$ cat config.mk
export PLATFORM = sky130hd
export DESIGN_NAME = dps_power_state
export DESIGN_NICKNAME = d
export VERILOG_FILES = /design/src/rtl/dps_pkg.sv /design/src/rtl/dps_power_state.sv /design/src/rtl/dps_sync2.sv
export SDC_FILE = /design/constraint.sdc
export NUM_CORES = 1
export LEC_CHECK = 0
export BUFFER_PORTS_ARGS = -buffer_cell sky130_fd_sc_hd__buf_2
export CAP_MARGIN = 20
export CORE_MARGIN = 2
export CORE_UTILIZATION = 55
export CTS_BUF_LIST = sky130_fd_sc_hd__clkbuf_2 sky130_fd_sc_hd__clkbuf_4 sky130_fd_sc_hd__clkbuf_8
export CTS_CLUSTER_DIAMETER = 100
export DETAILED_ROUTE_END_ITERATION = 8
export GPL_TIMING_DRIVEN = 0
export PLACE_DENSITY = 0.82
export SYNTH_ARGS = -nofsm -noshare
export SYNTH_HDL_FRONTEND = slang
export SYNTH_SLANG_ARGS = --single-unit
$ cat constraint.sdc
create_clock -name sys_clk_in -period 5.55 [get_ports sys_clk_in]
set_input_delay 1.11 -clock sys_clk_in [delete_from_list [all_inputs] [get_ports sys_clk_in]]
set_output_delay 1.11 -clock sys_clk_in [all_outputs]
set_load 0.02 [all_outputs]
$ cat src/rtl/dps_pkg.sv
// Package for the clock-enable power-state block of a four-bank DDR2 device.
// Assumes a single 125 MHz clock domain; the memory clock pair is sys_clk_in.
package dps_pkg;

   // -----------------------------------------------------------------
   // Commands decoded from the select/row/column/write-enable pins.
   // -----------------------------------------------------------------
   typedef enum logic [2:0] {
      DPS_CMD_NOP = 3'h0,
      DPS_CMD_ACT = 3'h1,
      DPS_CMD_RD = 3'h2,
      DPS_CMD_WR = 3'h3,
      DPS_CMD_PRE = 3'h4,
      DPS_CMD_REF = 3'h5,
      DPS_CMD_LM = 3'h6,
      DPS_CMD_OTHER = 3'h7
   } dps_cmd_t;

   // Power states, one-hot.
   typedef enum logic [4:0] {
      DPS_ST_ACTIVE = 5'h01,
      DPS_ST_PPD = 5'h02,
      DPS_ST_APD = 5'h04,
      DPS_ST_SREF = 5'h08,
      DPS_ST_ILLEGAL = 5'h10
   } dps_state_t;

   // Command pin group sampled together with the clock enable.
   typedef struct packed {
      logic cs_n;
      logic ras_n;
      logic cas_n;
      logic we_n;
      logic a10;
      logic [1:0] bank;
   } dps_pins_t;

   // Status bundle shown to the core.
   typedef struct packed {
      logic in_pd;
      logic in_sref;
      logic dll_frozen;
      logic bufs_off;
      logic illegal;
   } dps_status_t;

   // -----------------------------------------------------------------
   // Timing counts in memory clock cycles.
   // -----------------------------------------------------------------
   localparam int unsigned DPS_XSRD_CYC = 200;
   localparam logic [7:0] DPS_XSRD_CNT = 8'(DPS_XSRD_CYC);
   localparam logic [7:0] DPS_CNT_RST = 8'h00;
   localparam logic [3:0] DPS_BANKS_RST = 4'h0;
   localparam logic [1:0] DPS_CKE_HOLD_CNT = 2'h3;
   // Idle pin levels for the synchroniser reset: CKE high, chip deselected.
   // A reset value of zero would read as a CKE fall with a mode load.
   localparam logic [7:0] DPS_SYNC_RST = 8'hFF;
   localparam logic DPS_CKE_RST = 1'b1;

endpackage : dps_pkg

$ cat src/rtl/dps_power_state.sv
// Clock-enable driven power-state logic of a four-bank DDR2 device.
// Assumes CKE and the command pins arrive from the controller's pins and
// are synchronised here; burst/mode busy flags come from the core logic.
// Functional notes
// - Self refresh: CKE fall, REFRESH, banks idle
// - Burst complete after postamble and recovery
// - Power-down entry: CKE low with NOP
// - Idle banks precharge, open rows active
// - Buffers off, DLL frozen in precharge
// - No refresh performed during power-down
// - Exit on first CKE high with NOP
`timescale 1ns/1ps
`default_nettype none
module dps_power_state (
   input wire logic sys_clk_in,
   input wire logic reset_n_in,
   input wire logic cke_in,
   input wire dps_pkg::dps_pins_t pins_in,
   input wire logic burst_busy_in,
   input wire logic mode_busy_in,
   input wire logic precharge_busy_in,
   output dps_pkg::dps_state_t state_out,
   output dps_pkg::dps_status_t status_out,
   output logic read_allowed_out,
   output logic refresh_run_out
);
   import dps_pkg::*;

   // ---------------------------------------------------------------
   // Pin synchronisation
   // ---------------------------------------------------------------
   // Clock enable and command pins travel as one word through two flops.
   dps_pins_t pins_s;
   logic cke_s;
   // Reset to CKE high and deselect, so the first edges after reset look idle.
   dps_sync2 #(.W(8), .RST_VAL(DPS_SYNC_RST)) u_sync (
      .sys_clk_in(sys_clk_in),
      .reset_n_in(reset_n_in),
      .d_in({cke_in, pins_in}),
      .q_out({cke_s, pins_s})
   );

   // ---------------------------------------------------------------
   // Command decode
   // ---------------------------------------------------------------
   dps_cmd_t cmd; // Command registered at this edge.
   always_comb begin
      if (pins_s.cs_n) begin
         cmd = DPS_CMD_NOP; // Deselect counts as NOP.
      end else begin
         case ({pins_s.ras_n, pins_s.cas_n, pins_s.we_n})
            3'h7: cmd = DPS_CMD_NOP;
            3'h3: cmd = DPS_CMD_ACT;
            3'h5: cmd = DPS_CMD_RD;
            3'h4: cmd = DPS_CMD_WR;
            3'h2: cmd = DPS_CMD_PRE;
            3'h1: cmd = DPS_CMD_REF;
            3'h0: cmd = DPS_CMD_LM;
            default: cmd = DPS_CMD_OTHER;
         endcase
      end
   end

   // ---------------------------------------------------------------
   // Registered state
   // ---------------------------------------------------------------
   dps_state_t state; // Current power state.
   dps_state_t next_state;
   logic cke_prev; // CKE at the previous edge.
   logic next_cke_prev;
   logic [3:0] open_rows; // One bit per bank with an open row.
   logic [3:0] next_open_rows;
   logic [7:0] xsrd_cnt; // Cycles left before a READ may follow sref exit.
   logic [7:0] next_xsrd_cnt;
   logic busy; // Any operation that forbids entry.

   // Busy covers bursts through postamble and recovery, mode loads and
   // precharges; the core asserts these for their full duration.
   assign busy = burst_busy_in | mode_busy_in | precharge_busy_in;

   // Bank tracking; a row opens on ACTIVATE and closes on PRECHARGE.
   always_comb begin
      next_open_rows = open_rows;
      if (state == DPS_ST_ACTIVE && cke_s) begin
         if (cmd == DPS_CMD_ACT) begin
            next_open_rows[pins_s.bank] = 1'b1;
         end else if (cmd == DPS_CMD_PRE) begin
            if (pins_s.a10) begin
               next_open_rows = DPS_BANKS_RST;
            end else begin
               next_open_rows[pins_s.bank] = 1'b0;
            end
         end else if ((cmd == DPS_CMD_RD || cmd == DPS_CMD_WR) && pins_s.a10) begin
            // Auto precharge closes the bank; the burst flag covers the
            // burst and recovery until entry becomes legal.
            next_open_rows[pins_s.bank] = 1'b0;
         end
      end
   end

   // Power-state transitions, evaluated on each rising edge.
   always_comb begin
      next_state = state;
      next_cke_prev = cke_s;
      next_xsrd_cnt = (xsrd_cnt != DPS_CNT_RST) ? xsrd_cnt - 8'h01 : xsrd_cnt;
      case (state)
         DPS_ST_ACTIVE: begin
            if (cke_prev && !cke_s) begin
               if (cmd == DPS_CMD_REF && open_rows == DPS_BANKS_RST && !busy) begin
                  next_state = DPS_ST_SREF;
               end else if (cmd == DPS_CMD_NOP && !busy) begin
                  // Entry one cycle after REF/ACT/PRE is fine; only
                  // the busy flags hold it off.
                  if (open_rows == DPS_BANKS_RST) begin
                     next_state = DPS_ST_PPD;
                  end else begin
                     next_state = DPS_ST_APD;
                  end
               end else begin
                  next_state = DPS_ST_ILLEGAL;
               end
            end else if (!cke_prev && !cke_s) begin
               next_state = DPS_ST_ILLEGAL;
            end
         end
         DPS_ST_PPD, DPS_ST_APD: begin
            if (cke_s) begin
               if (cmd == DPS_CMD_NOP) begin
                  next_state = DPS_ST_ACTIVE;
               end else begin
                  next_state = DPS_ST_ILLEGAL;
               end
            end
         end
         DPS_ST_SREF: begin
            if (cke_s) begin
               if (cmd == DPS_CMD_NOP) begin
                  next_state = DPS_ST_ACTIVE;
                  next_xsrd_cnt = DPS_XSRD_CNT;
               end else begin
                  next_state = DPS_ST_ILLEGAL;
               end
            end
         end
         DPS_ST_ILLEGAL: begin
            // Stays here until reset; behaviour is not guaranteed.
            next_state = DPS_ST_ILLEGAL;
         end
         default: next_state = DPS_ST_ILLEGAL;
      endcase
   end

   // Register the state group.
   always_ff @(posedge sys_clk_in or negedge reset_n_in) begin
      if (!reset_n_in) begin
         state <= DPS_ST_ACTIVE;
         cke_prev <= DPS_CKE_RST;
         open_rows <= DPS_BANKS_RST;
         xsrd_cnt <= DPS_CNT_RST;
      end else begin
         state <= next_state;
         cke_prev <= next_cke_prev;
         open_rows <= next_open_rows;
         xsrd_cnt <= next_xsrd_cnt;
      end
   end

   // ---------------------------------------------------------------
   // Outputs, all registered
   // ---------------------------------------------------------------
   dps_status_t next_status;
   logic next_read_allowed;
   logic next_refresh_run;

   // Buffers are off in every low-power state; the DLL freezes only in
   // precharge power-down. No refresh runs in power-down.
   always_comb begin
      next_status.in_pd = (next_state == DPS_ST_PPD) || (next_state == DPS_ST_APD);
      next_status.in_sref = (next_state == DPS_ST_SREF);
      next_status.dll_frozen = (next_state == DPS_ST_PPD);
      next_status.bufs_off = next_status.in_pd || next_status.in_sref;
      next_status.illegal = (next_state == DPS_ST_ILLEGAL);
      next_refresh_run = (next_state == DPS_ST_SREF);
      next_read_allowed = (next_state == DPS_ST_ACTIVE) && (next_xsrd_cnt == DPS_CNT_RST);
   end

   always_ff @(posedge sys_clk_in or negedge reset_n_in) begin
      if (!reset_n_in) begin
         state_out <= DPS_ST_ACTIVE;
         status_out <= '0;
         read_allowed_out <= 1'b0;
         refresh_run_out <= 1'b0;
      end else begin
         state_out <= next_state;
         status_out <= next_status;
         read_allowed_out <= next_read_allowed;
         refresh_run_out <= next_refresh_run;
      end
   end

   // Cycles since the last self refresh exit, for the read-exit checks.
   // It saturates so a long active period cannot wrap it back into range.
   logic [7:0] chk_cnt;
   logic [7:0] next_chk_cnt;
   always_comb begin
      next_chk_cnt = chk_cnt;
      if (state == DPS_ST_SREF && cke_s && cmd == DPS_CMD_NOP) begin
         next_chk_cnt = 8'h01;
      end else if (state != DPS_ST_ACTIVE) begin
         next_chk_cnt = DPS_CNT_RST;
      end else if (chk_cnt != DPS_CNT_RST && chk_cnt != 8'hFF) begin
         next_chk_cnt = chk_cnt + 8'h01;
      end
   end
   always_ff @(posedge sys_clk_in or negedge reset_n_in) begin
      if (!reset_n_in) begin
         chk_cnt <= DPS_CNT_RST;
      end else begin
         chk_cnt <= next_chk_cnt;
      end
   end
endmodule : dps_power_state
`default_nettype wire

$ cat src/rtl/dps_sync2.sv
// Two-stage synchroniser for pin inputs.
// Assumes the pin is asynchronous to sys_clk_in; only stage two is read.
`timescale 1ns/1ps
`default_nettype none
module dps_sync2 #(
   parameter int W = 1,
   parameter logic [W-1:0] RST_VAL = '0
) (
   input wire logic sys_clk_in,
   input wire logic reset_n_in,
   input wire logic [W-1:0] d_in,
   output logic [W-1:0] q_out
);
   // First stage feeds the second only, to let metastability settle.
   logic [W-1:0] meta;
   logic [W-1:0] next_meta;
   logic [W-1:0] next_q;

   // Next values are the plain shift.
   always_comb begin
      next_meta = d_in;
      next_q = meta;
   end

   // Register both stages.
   always_ff @(posedge sys_clk_in or negedge reset_n_in) begin
      if (!reset_n_in) begin
         // Both stages start at the pin's idle level, so no false edge follows reset.
         meta <= RST_VAL;
         q_out <= RST_VAL;
      end else begin
         meta <= next_meta;
         q_out <= next_q;
      end
   end
endmodule : dps_sync2
`default_nettype wire
# Word level (Yosys, flattened, before mapping)
# Cells that the tools add are included.
# op_classes
n_div	0
n_addsub	1
n_mux	20
shifts	0
eq_ne	20
bitwise	5
order_cmp	2
multipliers	0
reduce_logical	23
# ops
cell	count
two-way mux 8 bit	4
two-way mux 5 bit	6
case mux 3 bit (7 select lines)	1
two-way mux 4 bit	4
== test 3 bit, second input constant	5
== test 3 x 2 -> 1 bit, second input constant	4
== test 5 x 1 -> 1 bit, second input constant	2
== test 5 x 2 -> 1 bit, second input constant	2
== test 5 x 3 -> 1 bit, second input constant	2
== test 5 x 4 -> 1 bit, second input constant	2
case mux 5 bit (2 select lines)	1
logical AND 1 bit	9
logical NOT 8 bit	1
nonzero test 8 bit	1
subtractor 8 x 1 -> 8 bit, second input constant	1
== test 3 x 1 -> 1 bit, second input constant	2
logical NOT 3 bit	2
two-way mux 3 bit	2
== test 5 bit, second input constant	1
AND 4 bit	1
logical NOT 4 bit	1
NOT 4 bit	1
OR 4 bit	1
logical NOT 1 bit	3
other kinds (9)	12
# totals
ff_bits	40
n_memories	0
mem_bits_ro	0
inputBits	13
latch_bits	0
output_inout_bits	12
elab_cells	83
mem_bits_rw	0

# Longest topological paths before layout
# Gate-level depths: netlist of run 1.
# depth
word_depth	12
ltp_mapped	7
ltp_nobuf	7

# Modules after synthesis
# A second synthesis of run 1 with hierarchy kept.
# unflattened
hier_cells	148
hier_area_um2	1716.6
# modules_own_cells
module	seq_area_each_um2	area_each_um2	cells_each	instances
dps_power_state	603.1	1296.2	132	1
dps_sync2	420.4	420.4	16	1

# Worst setup path after synthesis of run 1
# No wires, ideal clock.
# synth_path
path_type	input -> register
from	input mode_busy_in
to	register state_out[1]
t_required_ps	5486
path_slack_ps	3139
path_stages	4
t_arrival_ps	2346
path_buffers	0
setup_time_ps	64
cell_sequence	or4b_4 or4_4 nor3b_2 a21o_1
# synth_between
elab_chain_len	8
elab_cells_between_ends	9
classes_between	4 x mux; 2 x bitwise; 3 x reduce/logical
# synth_rtl
element	line	source
start: declaration	dps_power_state.sv:20	input wire logic mode_busy_in,
OR 1 bit * (2 in series)	dps_power_state.sv:79	assign busy = burst_busy_in | mode_busy_in | precharge_busy_in;
logical NOT 1 bit *	dps_power_state.sv:109, dps_power_state.sv:111	
logical AND 1 bit	dps_power_state.sv:111	end else if (cmd == DPS_CMD_NOP && !busy) begin
two-way mux 5 bit	dps_power_state.sv:111	
two-way mux 5 bit *	dps_power_state.sv:109	if (cmd == DPS_CMD_REF && open_rows == DPS_BANKS_RST && !busy) begin
two-way mux 5 bit *	dps_power_state.sv:108	if (cke_prev && !cke_s) begin
case mux 5 bit (2 select lines) *	dps_power_state.sv:106	case (state)
net next_state[1]	dps_power_state.sv:68	dps_state_t next_state;
end signal: assignment	dps_power_state.sv:194	state_out <= next_state;
end: declaration	dps_power_state.sv:22	output dps_pkg::dps_state_t state_out,
# The timed path passes the listed nets; every way through them passes the cells marked *.
# A chain may end at the register's enable or synchronous reset.

# Worst setup path after layout of run 1
# Same ends and word-level chain as after synthesis.

==> results of run 1 <==
==> final cells by class <==
class | count | area (µm²) | share of cell area
clock buffer | 8 | 66.3 | 0.0342
inverter | 5 | 18.8 | 0.00968
buffer | 3 | 18.8 | 0.00968
multi-input combinational | 98 | 649 | 0.335
timing repair buffer | 24 | 120 | 0.0620
sequential | 40 | 1020 | 0.528
tap | 33 | 41.3 | 0.0213
==> how the worst max path moves through the flow <==
stage | startpoint | end | slack [ns]
final | mode_busy_in | state_out[1]$_DFF_PN0_ | 3.33
after floorplan | mode_busy_in | state_out[1]$_DFF_PN0_ | 3.14
after global placement | mode_busy_in | state_out[1]$_DFF_PN0_ | 3.00
after global routing | xsrd_cnt[0]$_DFF_PN0_ | read_allowed_out$_DFF_PN0_ | 3.28
after detailed placement | mode_busy_in | status_out[2]$_DFF_PN0_ | 2.98
after CTS | mode_busy_in | status_out[2]$_DFF_PN0_ | 3.33
==> registers in the layout, indices dropped and copies added, names as in the netlist <==
register	cells
state_out	5
cke_prev	1
read_allowed_out	1
status_out	4
open_rows	4
u_sync.q_out	8
u_sync.meta	8
refresh_run_out	1
xsrd_cnt	8
==> synthesized netlist by cell type <==
cell       number
o21a_1          1
nor2_1         10
ha_1            2
nand3_2         1
or4_1           1
clkbuf_1        1
dfstp_2        18
or3b_4          1
or4b_4          1
o21ai_0        12
xnor2_1         2
a21o_1          2
a31oi_1         1
nand3b_1        3
and2_1          1
and3_1          1
buf_4           2
nor3_1          3
and2_0          1
dfrtp_1        22
nor3b_1         3
nor2b_1         1
or3_1           3
a21boi_0        1
a211oi_1        2
o22ai_1         1
a2111oi_0       1
inv_1           5
o211ai_1        1
nand2b_1        1
and4_1          1
xor2_1          3
a21oi_1        10
or2_1           1
o31ai_1         8
nand3_1         3
a2111o_1        1
or4_4           1
or3b_1          1
nor4_1          1
nor3b_2         1
nor4_4          1
nand2_1         8
nor4b_2         1
==> cell families (layout without fill, tap and decap cells) <==
| family | after synthesis | in the layout |
|---|---|---|
| buf+inv | 8 | 40 |
| compound gates | 41 | 41 |
| simple gates | 50 | 50 |
| flops | 40 | 40 |
| fa+ha+maj | 2 | 2 |
| xor+xnor | 5 | 5 |
==> worst register-to-register path: cells and delay by family (launching register included) <==
family / cells / cell delay, ns
compound gates: 1 / 0.38
simple gates: 4 / 0.84
flops: 1 / 0.45
fa+ha+maj: 1 / 0.27
buf+inv: 1 / 0.10
==> where the power goes <==
group	internal [µW]	total (µW)	switching [µW]
clock	72.3	152	79.7
sequential	303	307	4.22
combinational	5.61	15.8	10.2
total	381	475	94.1
==> routing by layer <==
layer	share of wire	track usage
met5	0	0
met4	0.0080	0.0635
met3	0.050	0.0455
met2	0.52	0.321
met1	0.42	0.206
==> stage by stage <==
step	std cells	util
finish	211	0.645
global route	211	0.645
CTS	211	0.645
detailed placement	203	0.623
global placement	203	0.623
floorplan	146	-
==> metrics, run 1 <==
pwr dens 245 nW/µm²; Routed wire per std cell 13.6 µm; Leak Pwr roughly 0.0009 µW; Post-CTS Setup Bufs 0; commonest cells after routing, fill and taps aside buf_2, dfrtp_1, dfstp_2; post-synthesis sequential area ratio 0.598; syn_nets 161; CTS hold repair buffers 0; fin worst setup slack 3.33 ns; DRT iter0 DRCs 59; dpl ws 2.98 ns; final WL 2870 µm; critical path launch point type primary input; CP max-delay cell or4b_4; CP max FO 3; die height 59.8 µm; number of synthesis warnings 0; worst path bufs/invs 1; DRC 0; total CTS buffers 5; cell taking the most area after synthesis dfrtp_1; RSZ-0062 raised after global routing false; layout cells sized above 1 0.331; vias in the first global route around 1,200; Post-Syn Area ~1700 µm²; r2r worst-path depth 7; drt pass-1 iters 4; Mean Syn Cell Area 11.7 µm²; mux contribution to synthesized area 0; worst-margin pin slew roughly 0.79 ns; Post-DRT Antenna Nets 0; final setup violation count 0; Max IR drop VDD 0.174 mV; CORE AREA approximately 3000 µm²; Skew-Pair Late Insertion Delay roughly 0.33 ns; count of cell types in the netlist 44; overall power 475 µW; row cnt 20; TNS Setup 0 ns; critical path data required time slightly below 6 ns; via/cell ratio 5.84; Setup Skew 0.0116 ns; period utilization 0.401; hold wc startpoint u_sync.meta[2]$_DFF_PN1_; Synth top area share 0.322; All-Layer GR Usage 0.180; endpoints failing hold 0; Cell Area, Placed between 1500 and 2000 µm²; max_slew headroom 0.472; routed vias about 1,200; WP depth 5; hold path depth 0; largest net degree at the start of global routing 41; Synth Area in Adders 0.0146; final net count ~190; XOR/XNOR Fraction of Synth Area 0.0256; first-pass GRT wire length 4800 µm; max-slew violation count 0; # resized after CTS 0; synthesized flop and latch total 40; number of diodes 0; Mapped Cells approximately 150; P&R area growth vs syn 13.3%; delay of the slowest cell on the worst path 0.54 ns; CP Class primary input to flip-flop; # IOs 25; H-tree levels 2; die area 3570 µm²; clock root buffer clkbuf_4; global route total overflow 0; Layout fillers 237; WP data arrival 2.50 ns; post-synthesis simple-gate area fraction 0.190; Reg clk slew, reported paths 0.11 ns; run status completed; die width 59.8 µm; crit-path cells buf_2 > or4b_4 > or4_4 > nor3b_2 > a21o_1; final instance area slightly below 2000 µm²; FF-to-FF Start xsrd_cnt[0]$_DFF_PN0_; clk buf depth 2; worst hold endpoint u_sync.q_out[2]$_DFF_PN1_; fmax around 0.45 GHz; WHS 0.360 ns; Hold Path Class flip-flop to flip-flop; input/output buffers 24; R2R setup slack 3.45 ns; shortest period the worst path allows ~2.2 ns; CTS tree done; commonest non-fill, non-tap cell in the layout buf_2; clock sink count 40; routability congestion estimate approximately 0.96; final HPWL from detailed placement around 2200 µm; main combinational cell family by area after synthesis simple AND/OR/NAND/NOR gates; initial antenna violation count 0; Compound-Gate Fraction of Synth Area 0.149; delay-heaviest family, CP simple AND/OR/NAND/NOR gates; reg2reg end read_allowed_out$_DFF_PN0_; top cells by area, synth dfrtp_1, dfstp_2, o21ai_0, o31ai_1, a21oi_1; number of max-cap violations 0; starting density of the core 0.570; crit end category flip-flop
No activity file was read; power rests on OpenSTA's default activity.
==> run 2: changes to the inputs <==
--- a/config.mk
+++ b/config.mk
@@ -8,7 +8,7 @@
 export BUFFER_PORTS_ARGS = -buffer_cell sky130_fd_sc_hd__buf_2
 export CAP_MARGIN = 20
 export CORE_MARGIN = 2
-export CORE_UTILIZATION = 55
+export CORE_UTILIZATION = 52
 export CTS_BUF_LIST = sky130_fd_sc_hd__clkbuf_2 sky130_fd_sc_hd__clkbuf_4 sky130_fd_sc_hd__clkbuf_8
 export CTS_CLUSTER_DIAMETER = 100
 export DETAILED_ROUTE_END_ITERATION = 8
==> constraint.sdc (replaced) <==
create_clock -name sys_clk_in -period 1.8 [get_ports sys_clk_in]
set_input_delay 0.36 -clock sys_clk_in [delete_from_list [all_inputs] [get_ports sys_clk_in]]
set_output_delay 0.36 -clock sys_clk_in [all_outputs]
set_load 0.02 [all_outputs]
==> metrics, run 2 (same netlist as run 1, synthesis figures left out) <==
run status finished with violations; failing checks negative setup slack; WHS 0.0901 ns (-0.270 ns); drt pass-1 iters 4 (unchanged); Crit. Startpoint xsrd_cnt[0]$_DFF_PN0_; final setup violation count 3 (+3); H-tree levels 2 (unchanged); Placed Cells 214 (+5.4%); critical path data required time 2.09 ns (-3.74 ns); CORE AREA 3100 µm² (+3.3%); shortest period the worst path allows 1.88 ns; fmax around 0.53 GHz; initial antenna violation count 0 (unchanged); via/cell ratio 5.68 (-2.8%); vias in the first global route 1,212 (+3.7%); All-Layer GR Usage 0.187 (+0.00776); largest net degree at the start of global routing 41 (unchanged); layout cells sized above 1 0.457 (+0.126); Leak Pwr 0.000981 µW (+8.7%); Setup Skew 0.00486 ns (-0.00678 ns); delay of the slowest cell on the worst path 0.43 ns (-0.11 ns); GR peak layer met2; worst-margin pin slew 0.825 ns (+0.0331 ns); first-pass GRT wire length 5140 µm (+7.0%); Routed wire per std cell 14.2 µm (+4.5%); RSZ-0062 raised after global routing true; fin worst setup slack -0.0775 ns (-3.40 ns); final cell count without fillers 232 (+10%); routability congestion estimate 0.889 (-7.1%); period utilization 1.04; FF-to-FF Start xsrd_cnt[0]$_DFF_PN0_; Hold Path Class primary input to asynchronous set/reset pin; pwr dens 738 nW/µm² (+200%); row cnt 20 (unchanged); commonest cells after routing, fill and taps aside buf_2, dfrtp_1, dfstp_2; die width 61.4 µm (+2.7%); routed vias 1,317 (+6.9%); max_slew headroom 0.450 (-0.0221); starting density of the core 0.551 (-0.0184); final core utilization 0.692 (+0.0465); met2 global-route usage 0.330 (+0.00836); Layout fillers 221 (-6.8%); final net count 202 (+5.2%); Skew-Pair Late Insertion Delay 0.35 ns (+0.02 ns); final WL 3290 µm (+15%); CP Class flip-flop to flip-flop; Post-DRT Antenna Nets 0 (unchanged); crit end category flip-flop; overall power 1590 µW (+230%); number of max-cap violations 0 (unchanged); max-slew violation count 0 (unchanged); CP max FO 5 (+2); WP data arrival 2.17 ns (-0.33 ns); commonest non-fill, non-tap cell in the layout buf_2; global route total overflow 0 (unchanged); P&R area growth vs syn 25.5%; endpoints failing hold 0 (unchanged); CP max-delay cell dfrtp_2; DRT iter0 DRCs 58 (-1.7%); clock root buffer clkbuf_4; Max IR drop VDD 0.547 mV (+210%); met3 GRT Util 0.0693 (+0.0239); # IOs 25 (unchanged); crit-path cells inv_2 > ha_4 > or3b_4 > nand2_1 > nand3b_1 > a2111oi_2 > and4_1; Reg clk slew, reported paths 0.11 ns (about the same); GR Util met1 0.218 (+0.0119); dpl ws -0.251 ns (-3.23 ns); input/output buffers 24 (unchanged); CTS tree done; critical path launch point type flip-flop; die area 3760 µm² (+5.4%); number of diodes 0 (unchanged); clk buf depth 2 (unchanged); DRC 0 (unchanged); clock sink count 40 (unchanged); Top Registers u_sync.meta (8), u_sync.q_out (8), xsrd_cnt (8); die height 61.4 µm (+2.7%); final HPWL from detailed placement 2120 µm (-2.7%); total CTS buffers 5 (unchanged)
run 2: stage by stage:
stage	TNS (ns)	cell area, µm²
CTS	-0.0686	2020
floorplan	0	1720
global route	-0.581	2150
detailed placement	-0.733	1900
finish	-0.149	2150
global placement	-0.437	1900
run 2: per-layer routing:
metal / up-vias / share of wire / wire (µm)
met1: 648 / 0.40 / 1310
met5: - / 0 / 0
met4: 0 / 0.015 / 51
met2: 50 / 0.52 / 1710
met3: 8 / 0.067 / 222
li1: 611 / - / -
run 2: worst max-delay path: cells and delay by family, from the launching register on:
kind / cells / cell delay, ns
fa+ha+maj: 1 / 0.16
buf+inv: 1 / 0.08
compound gates: 1 / 0.31
flops: 1 / 0.43
simple gates: 4 / 0.82
run 2: where the power goes:
group | switching [µW] | internal (µW) | total (µW)
registers | 14.2 | 934 | 948
clock network | 288 | 291 | 579
logic | 35.6 | 22.8 | 58.5
total | 338 | 1250 | 1590
run 2: area by class of cell:
type                    count  area, µm²  area share
inverters                   5       18.8     0.00874
flip-flops and latches     40       1020       0.477
clock inverters             3       41.3      0.0192
clock buffers               5       37.5      0.0175
multi-input cells          98        752       0.350
plain buffers               3       22.5      0.0105
well taps                  44       55.1      0.0256
repair buffers             34        195      0.0909
run 2: path summary, 6_finish.rpt:
kind	endpoint	slack [ns]	cells past startpoint
worst max-delay path	read_allowed_out$_DFF_PN0_	-0.08	7
worst min-delay path	open_rows[3]$_DFFE_PN0P_	0.09	1
worst max register to register	read_allowed_out$_DFF_PN0_	-0.08	7
worst min register to register	u_sync.q_out[3]$_DFF_PN1_	0.36	0
max in group asynchronous	xsrd_cnt[0]$_DFF_PN0_	1.14	1
min in group sys_clk_in	u_sync.meta[7]$_DFF_PN1_	0.09	1
run 2: repair_timing:
| item | 4_1_cts | 5_1_grt |
|---|---|---|
| pin swaps | 2 | 9 |
| resized for setup | 10 | 18 |
| hold buffers | 0 | 0 |
| endpoints found under the setup margin | 8 | 9 |
| gates cloned | 0 | 0 |
| buffers inserted | 2 | 8 |
| endpoints found under the hold margin | 0 | 0 |
==> run 3: changes to the inputs <==
--- a/config.mk
+++ b/config.mk
@@ -8,12 +8,12 @@
 export BUFFER_PORTS_ARGS = -buffer_cell sky130_fd_sc_hd__buf_2
 export CAP_MARGIN = 20
 export CORE_MARGIN = 2
-export CORE_UTILIZATION = 52
-export CTS_BUF_LIST = sky130_fd_sc_hd__clkbuf_2 sky130_fd_sc_hd__clkbuf_4 sky130_fd_sc_hd__clkbuf_8
+export CORE_UTILIZATION = 50
+export CTS_BUF_LIST = sky130_fd_sc_hd__clkbuf_4 sky130_fd_sc_hd__clkbuf_8 sky130_fd_sc_hd__clkbuf_16
 export CTS_CLUSTER_DIAMETER = 100
 export DETAILED_ROUTE_END_ITERATION = 8
 export GPL_TIMING_DRIVEN = 0
-export PLACE_DENSITY = 0.82
+export PLACE_DENSITY = 0.79
 export SYNTH_ARGS = -nofsm -noshare
 export SYNTH_HDL_FRONTEND = slang
 export SYNTH_SLANG_ARGS = --single-unit
==> metrics, run 3 (same netlist as run 1, synthesis figures left out) <==
multi-input logic area 729 µm² (-3.0%); H-tree levels 2 (unchanged); CTS tree done; CP Class flip-flop to flip-flop; Reg clk slew, reported paths 0.12 ns (about the same); Register Area 1030 µm² (+0.12%); die height 62.5 µm (+1.9%); starting density of the core 0.517 (-0.0346); clock root buffer clkbuf_4; row cnt 21 (+5.0%); commonest non-fill, non-tap cell in the layout buf_2; via/cell ratio 5.50 (-3.1%); drt pass-1 iters 4 (unchanged); logic gate share of total power 0.036 (about the same); final setup violation count 2 (-1); sw frac 0.217 (+0.00414); fmax 0.550 GHz (+3.2%); switching power of the nets 317 µW (-6.4%); CORE AREA 3310 µm² (+6.7%); delay of the slowest cell on the worst path 0.60 ns (+0.17 ns); Layout fillers 265 (+20%); Placed Cells 216 (+0.93%); shortest period the worst path allows 1.82 ns (-0.0588 ns); clock sink count 40 (unchanged); number of diodes 0 (unchanged); dpl ws -0.329 ns (-0.0776 ns); endpoints failing hold 0 (unchanged); total CTS buffers 5 (unchanged); failing checks negative setup slack; Post-DRT Antenna Nets 0 (unchanged); overall power 1460 µW (-8.2%); largest net degree at the start of global routing 41 (unchanged); P&R area growth vs syn 20.8%; commonest cells after routing, fill and taps aside buf_2, dfrtp_1, dfstp_2; Routed wire per std cell 13.8 µm (-2.5%); initial antenna violation count 0 (unchanged); delay-heaviest family, CP compound AO/OA/AOI/OAI gates; critical path launch point type flip-flop; layout cells sized above 1 0.445 (-0.0124); global route total overflow 0 (unchanged); first-pass GRT wire length 5600 µm (+8.9%); pwr dens 705 nW/µm² (-4.5%); period utilization 1.01 (-0.0327); final cell count without fillers 228 (-1.7%); max-slew violation count 0 (unchanged); number of max-cap violations 0 (unchanged); critical path data required time 2.04 ns (-0.05 ns); Hold Path Class primary input to asynchronous set/reset pin; clk buf depth 2 (unchanged); Leak Pwr 0.000936 µW (-4.5%); clock share of power 0.312 (-0.053); DRC 0 (unchanged); worst path bufs/invs 0 (-1); final net count 196 (-3.0%); RSZ-0062 raised after global routing true; die area 3900 µm² (+3.7%); Reg power frac 0.651 (+0.053); DRT iter0 DRCs 22 (-62%); routability congestion estimate 0.833 (-6.3%); fin worst setup slack -0.0187 ns (+0.0588 ns); CP max FO 5 (unchanged); max_slew headroom 0.453 (+0.00273); run status finished with violations; Top Registers u_sync.meta (8), u_sync.q_out (8), xsrd_cnt (8); die width 62.5 µm (+1.9%); WP data arrival 2.06 ns (-0.11 ns); Setup Skew 0.0146 ns (+0.00978 ns); final HPWL from detailed placement 2160 µm (+1.9%); Skew-Pair Late Insertion Delay 0.35 ns (about the same); # IOs 25 (unchanged); All-Layer GR Usage 0.185 (-0.00257); Max IR drop VDD 0.549 mV (+0.47%); input/output buffers 24 (unchanged); CTS hold repair buffers 0 (unchanged); final WL 3150 µm (-4.2%); crit end category flip-flop; worst-margin pin slew 0.821 ns (-0.00410 ns); final core utilization 0.624 (-0.0680); vias in the first global route 1,280 (+5.6%); Internal 1140 µW (-8.6%); routed vias 1,254 (-4.8%); crit-path cells or3b_4 > a2111o_1 > o21ai_1 > o31ai_1; CP max-delay cell dfstp_2
[run 3: cell types whose count changed in the layout (fill, tap and decap cells not counted), sizes merged]
cell / before / now
clkbuf: 6 / 7
bufinv: 1 / 0
inv: 6 / 5
clkinv: 1 / 2
buf: 36 / 30
[run 3: final cells by class]
class	instances	area share
flip-flops and latches	40	0.497
repair buffers	28	0.0727
inverters	5	0.00909
clock inverters	2	0.00485
plain buffers	3	0.0109
well taps	46	0.0279
clock buffers	6	0.0248
multi-input cells	98	0.353
[run 3: per-layer routing]
metal  up-vias  GRT usage  routed length [µm]
met5         -          0                   0
met4         0     0.0722                  75
met3         9     0.0793                 162
met2        35      0.312                1600
met1       611      0.206                1320
li1        599          -                   -
[run 3: final timing paths]
path / startpoint / endpoint / slack (ns) / cells after the start
max: u_sync.q_out[4]$_DFF_PN1_ / open_rows[2]$_DFFE_PN0P_ / -0.02 / 4
min: reset_n_in / state_out[2]$_DFF_PN0_ / 0.09 / 1
max reg2reg: u_sync.q_out[4]$_DFF_PN1_ / open_rows[2]$_DFFE_PN0P_ / -0.02 / 4
min reg2reg: u_sync.meta[0]$_DFF_PN1_ / u_sync.q_out[0]$_DFF_PN1_ / 0.36 / 0
max in group asynchronous: reset_n_in / xsrd_cnt[0]$_DFF_PN0_ / 1.13 / 1
min in group sys_clk_in: pins_in[3] / u_sync.meta[3]$_DFF_PN1_ / 0.10 / 1
[run 3: through the flow]
stage	instance area [µm²]	hold slack [ns]	TNS, ns
2_1_floorplan	1720	0.0644	0
3_3_place_gp	1900	0.346	-0.454
3_5_place_dp	1900	0.347	-0.951
4_1_cts	2020	0.0847	-0.0188
5_1_grt	2070	0.0714	-0.325
6_report	2070	0.0926	-0.0191
[run 3: power groups by stage]
| stage | logic, µW | registers (µW) | clock network [µW] |
|---|---|---|---|
| finish | 53.1 | 949 | 454 |
| CTS | 51.4 | 947 | 476 |
| global placement | 47.3 | 960 | 0 |
| global route | 61.0 | 952 | 523 |
| detailed placement | 49.9 | 962 | 0 |
| floorplan | 17.3 | 959 | 0 |
[run 3: what timing repair did]
item | CTS | global route
gates resized for setup | 14 | 12
setup buffers | 3 | 1
pin swaps | 3 | 5
endpoints found under the setup margin | 10 | 9
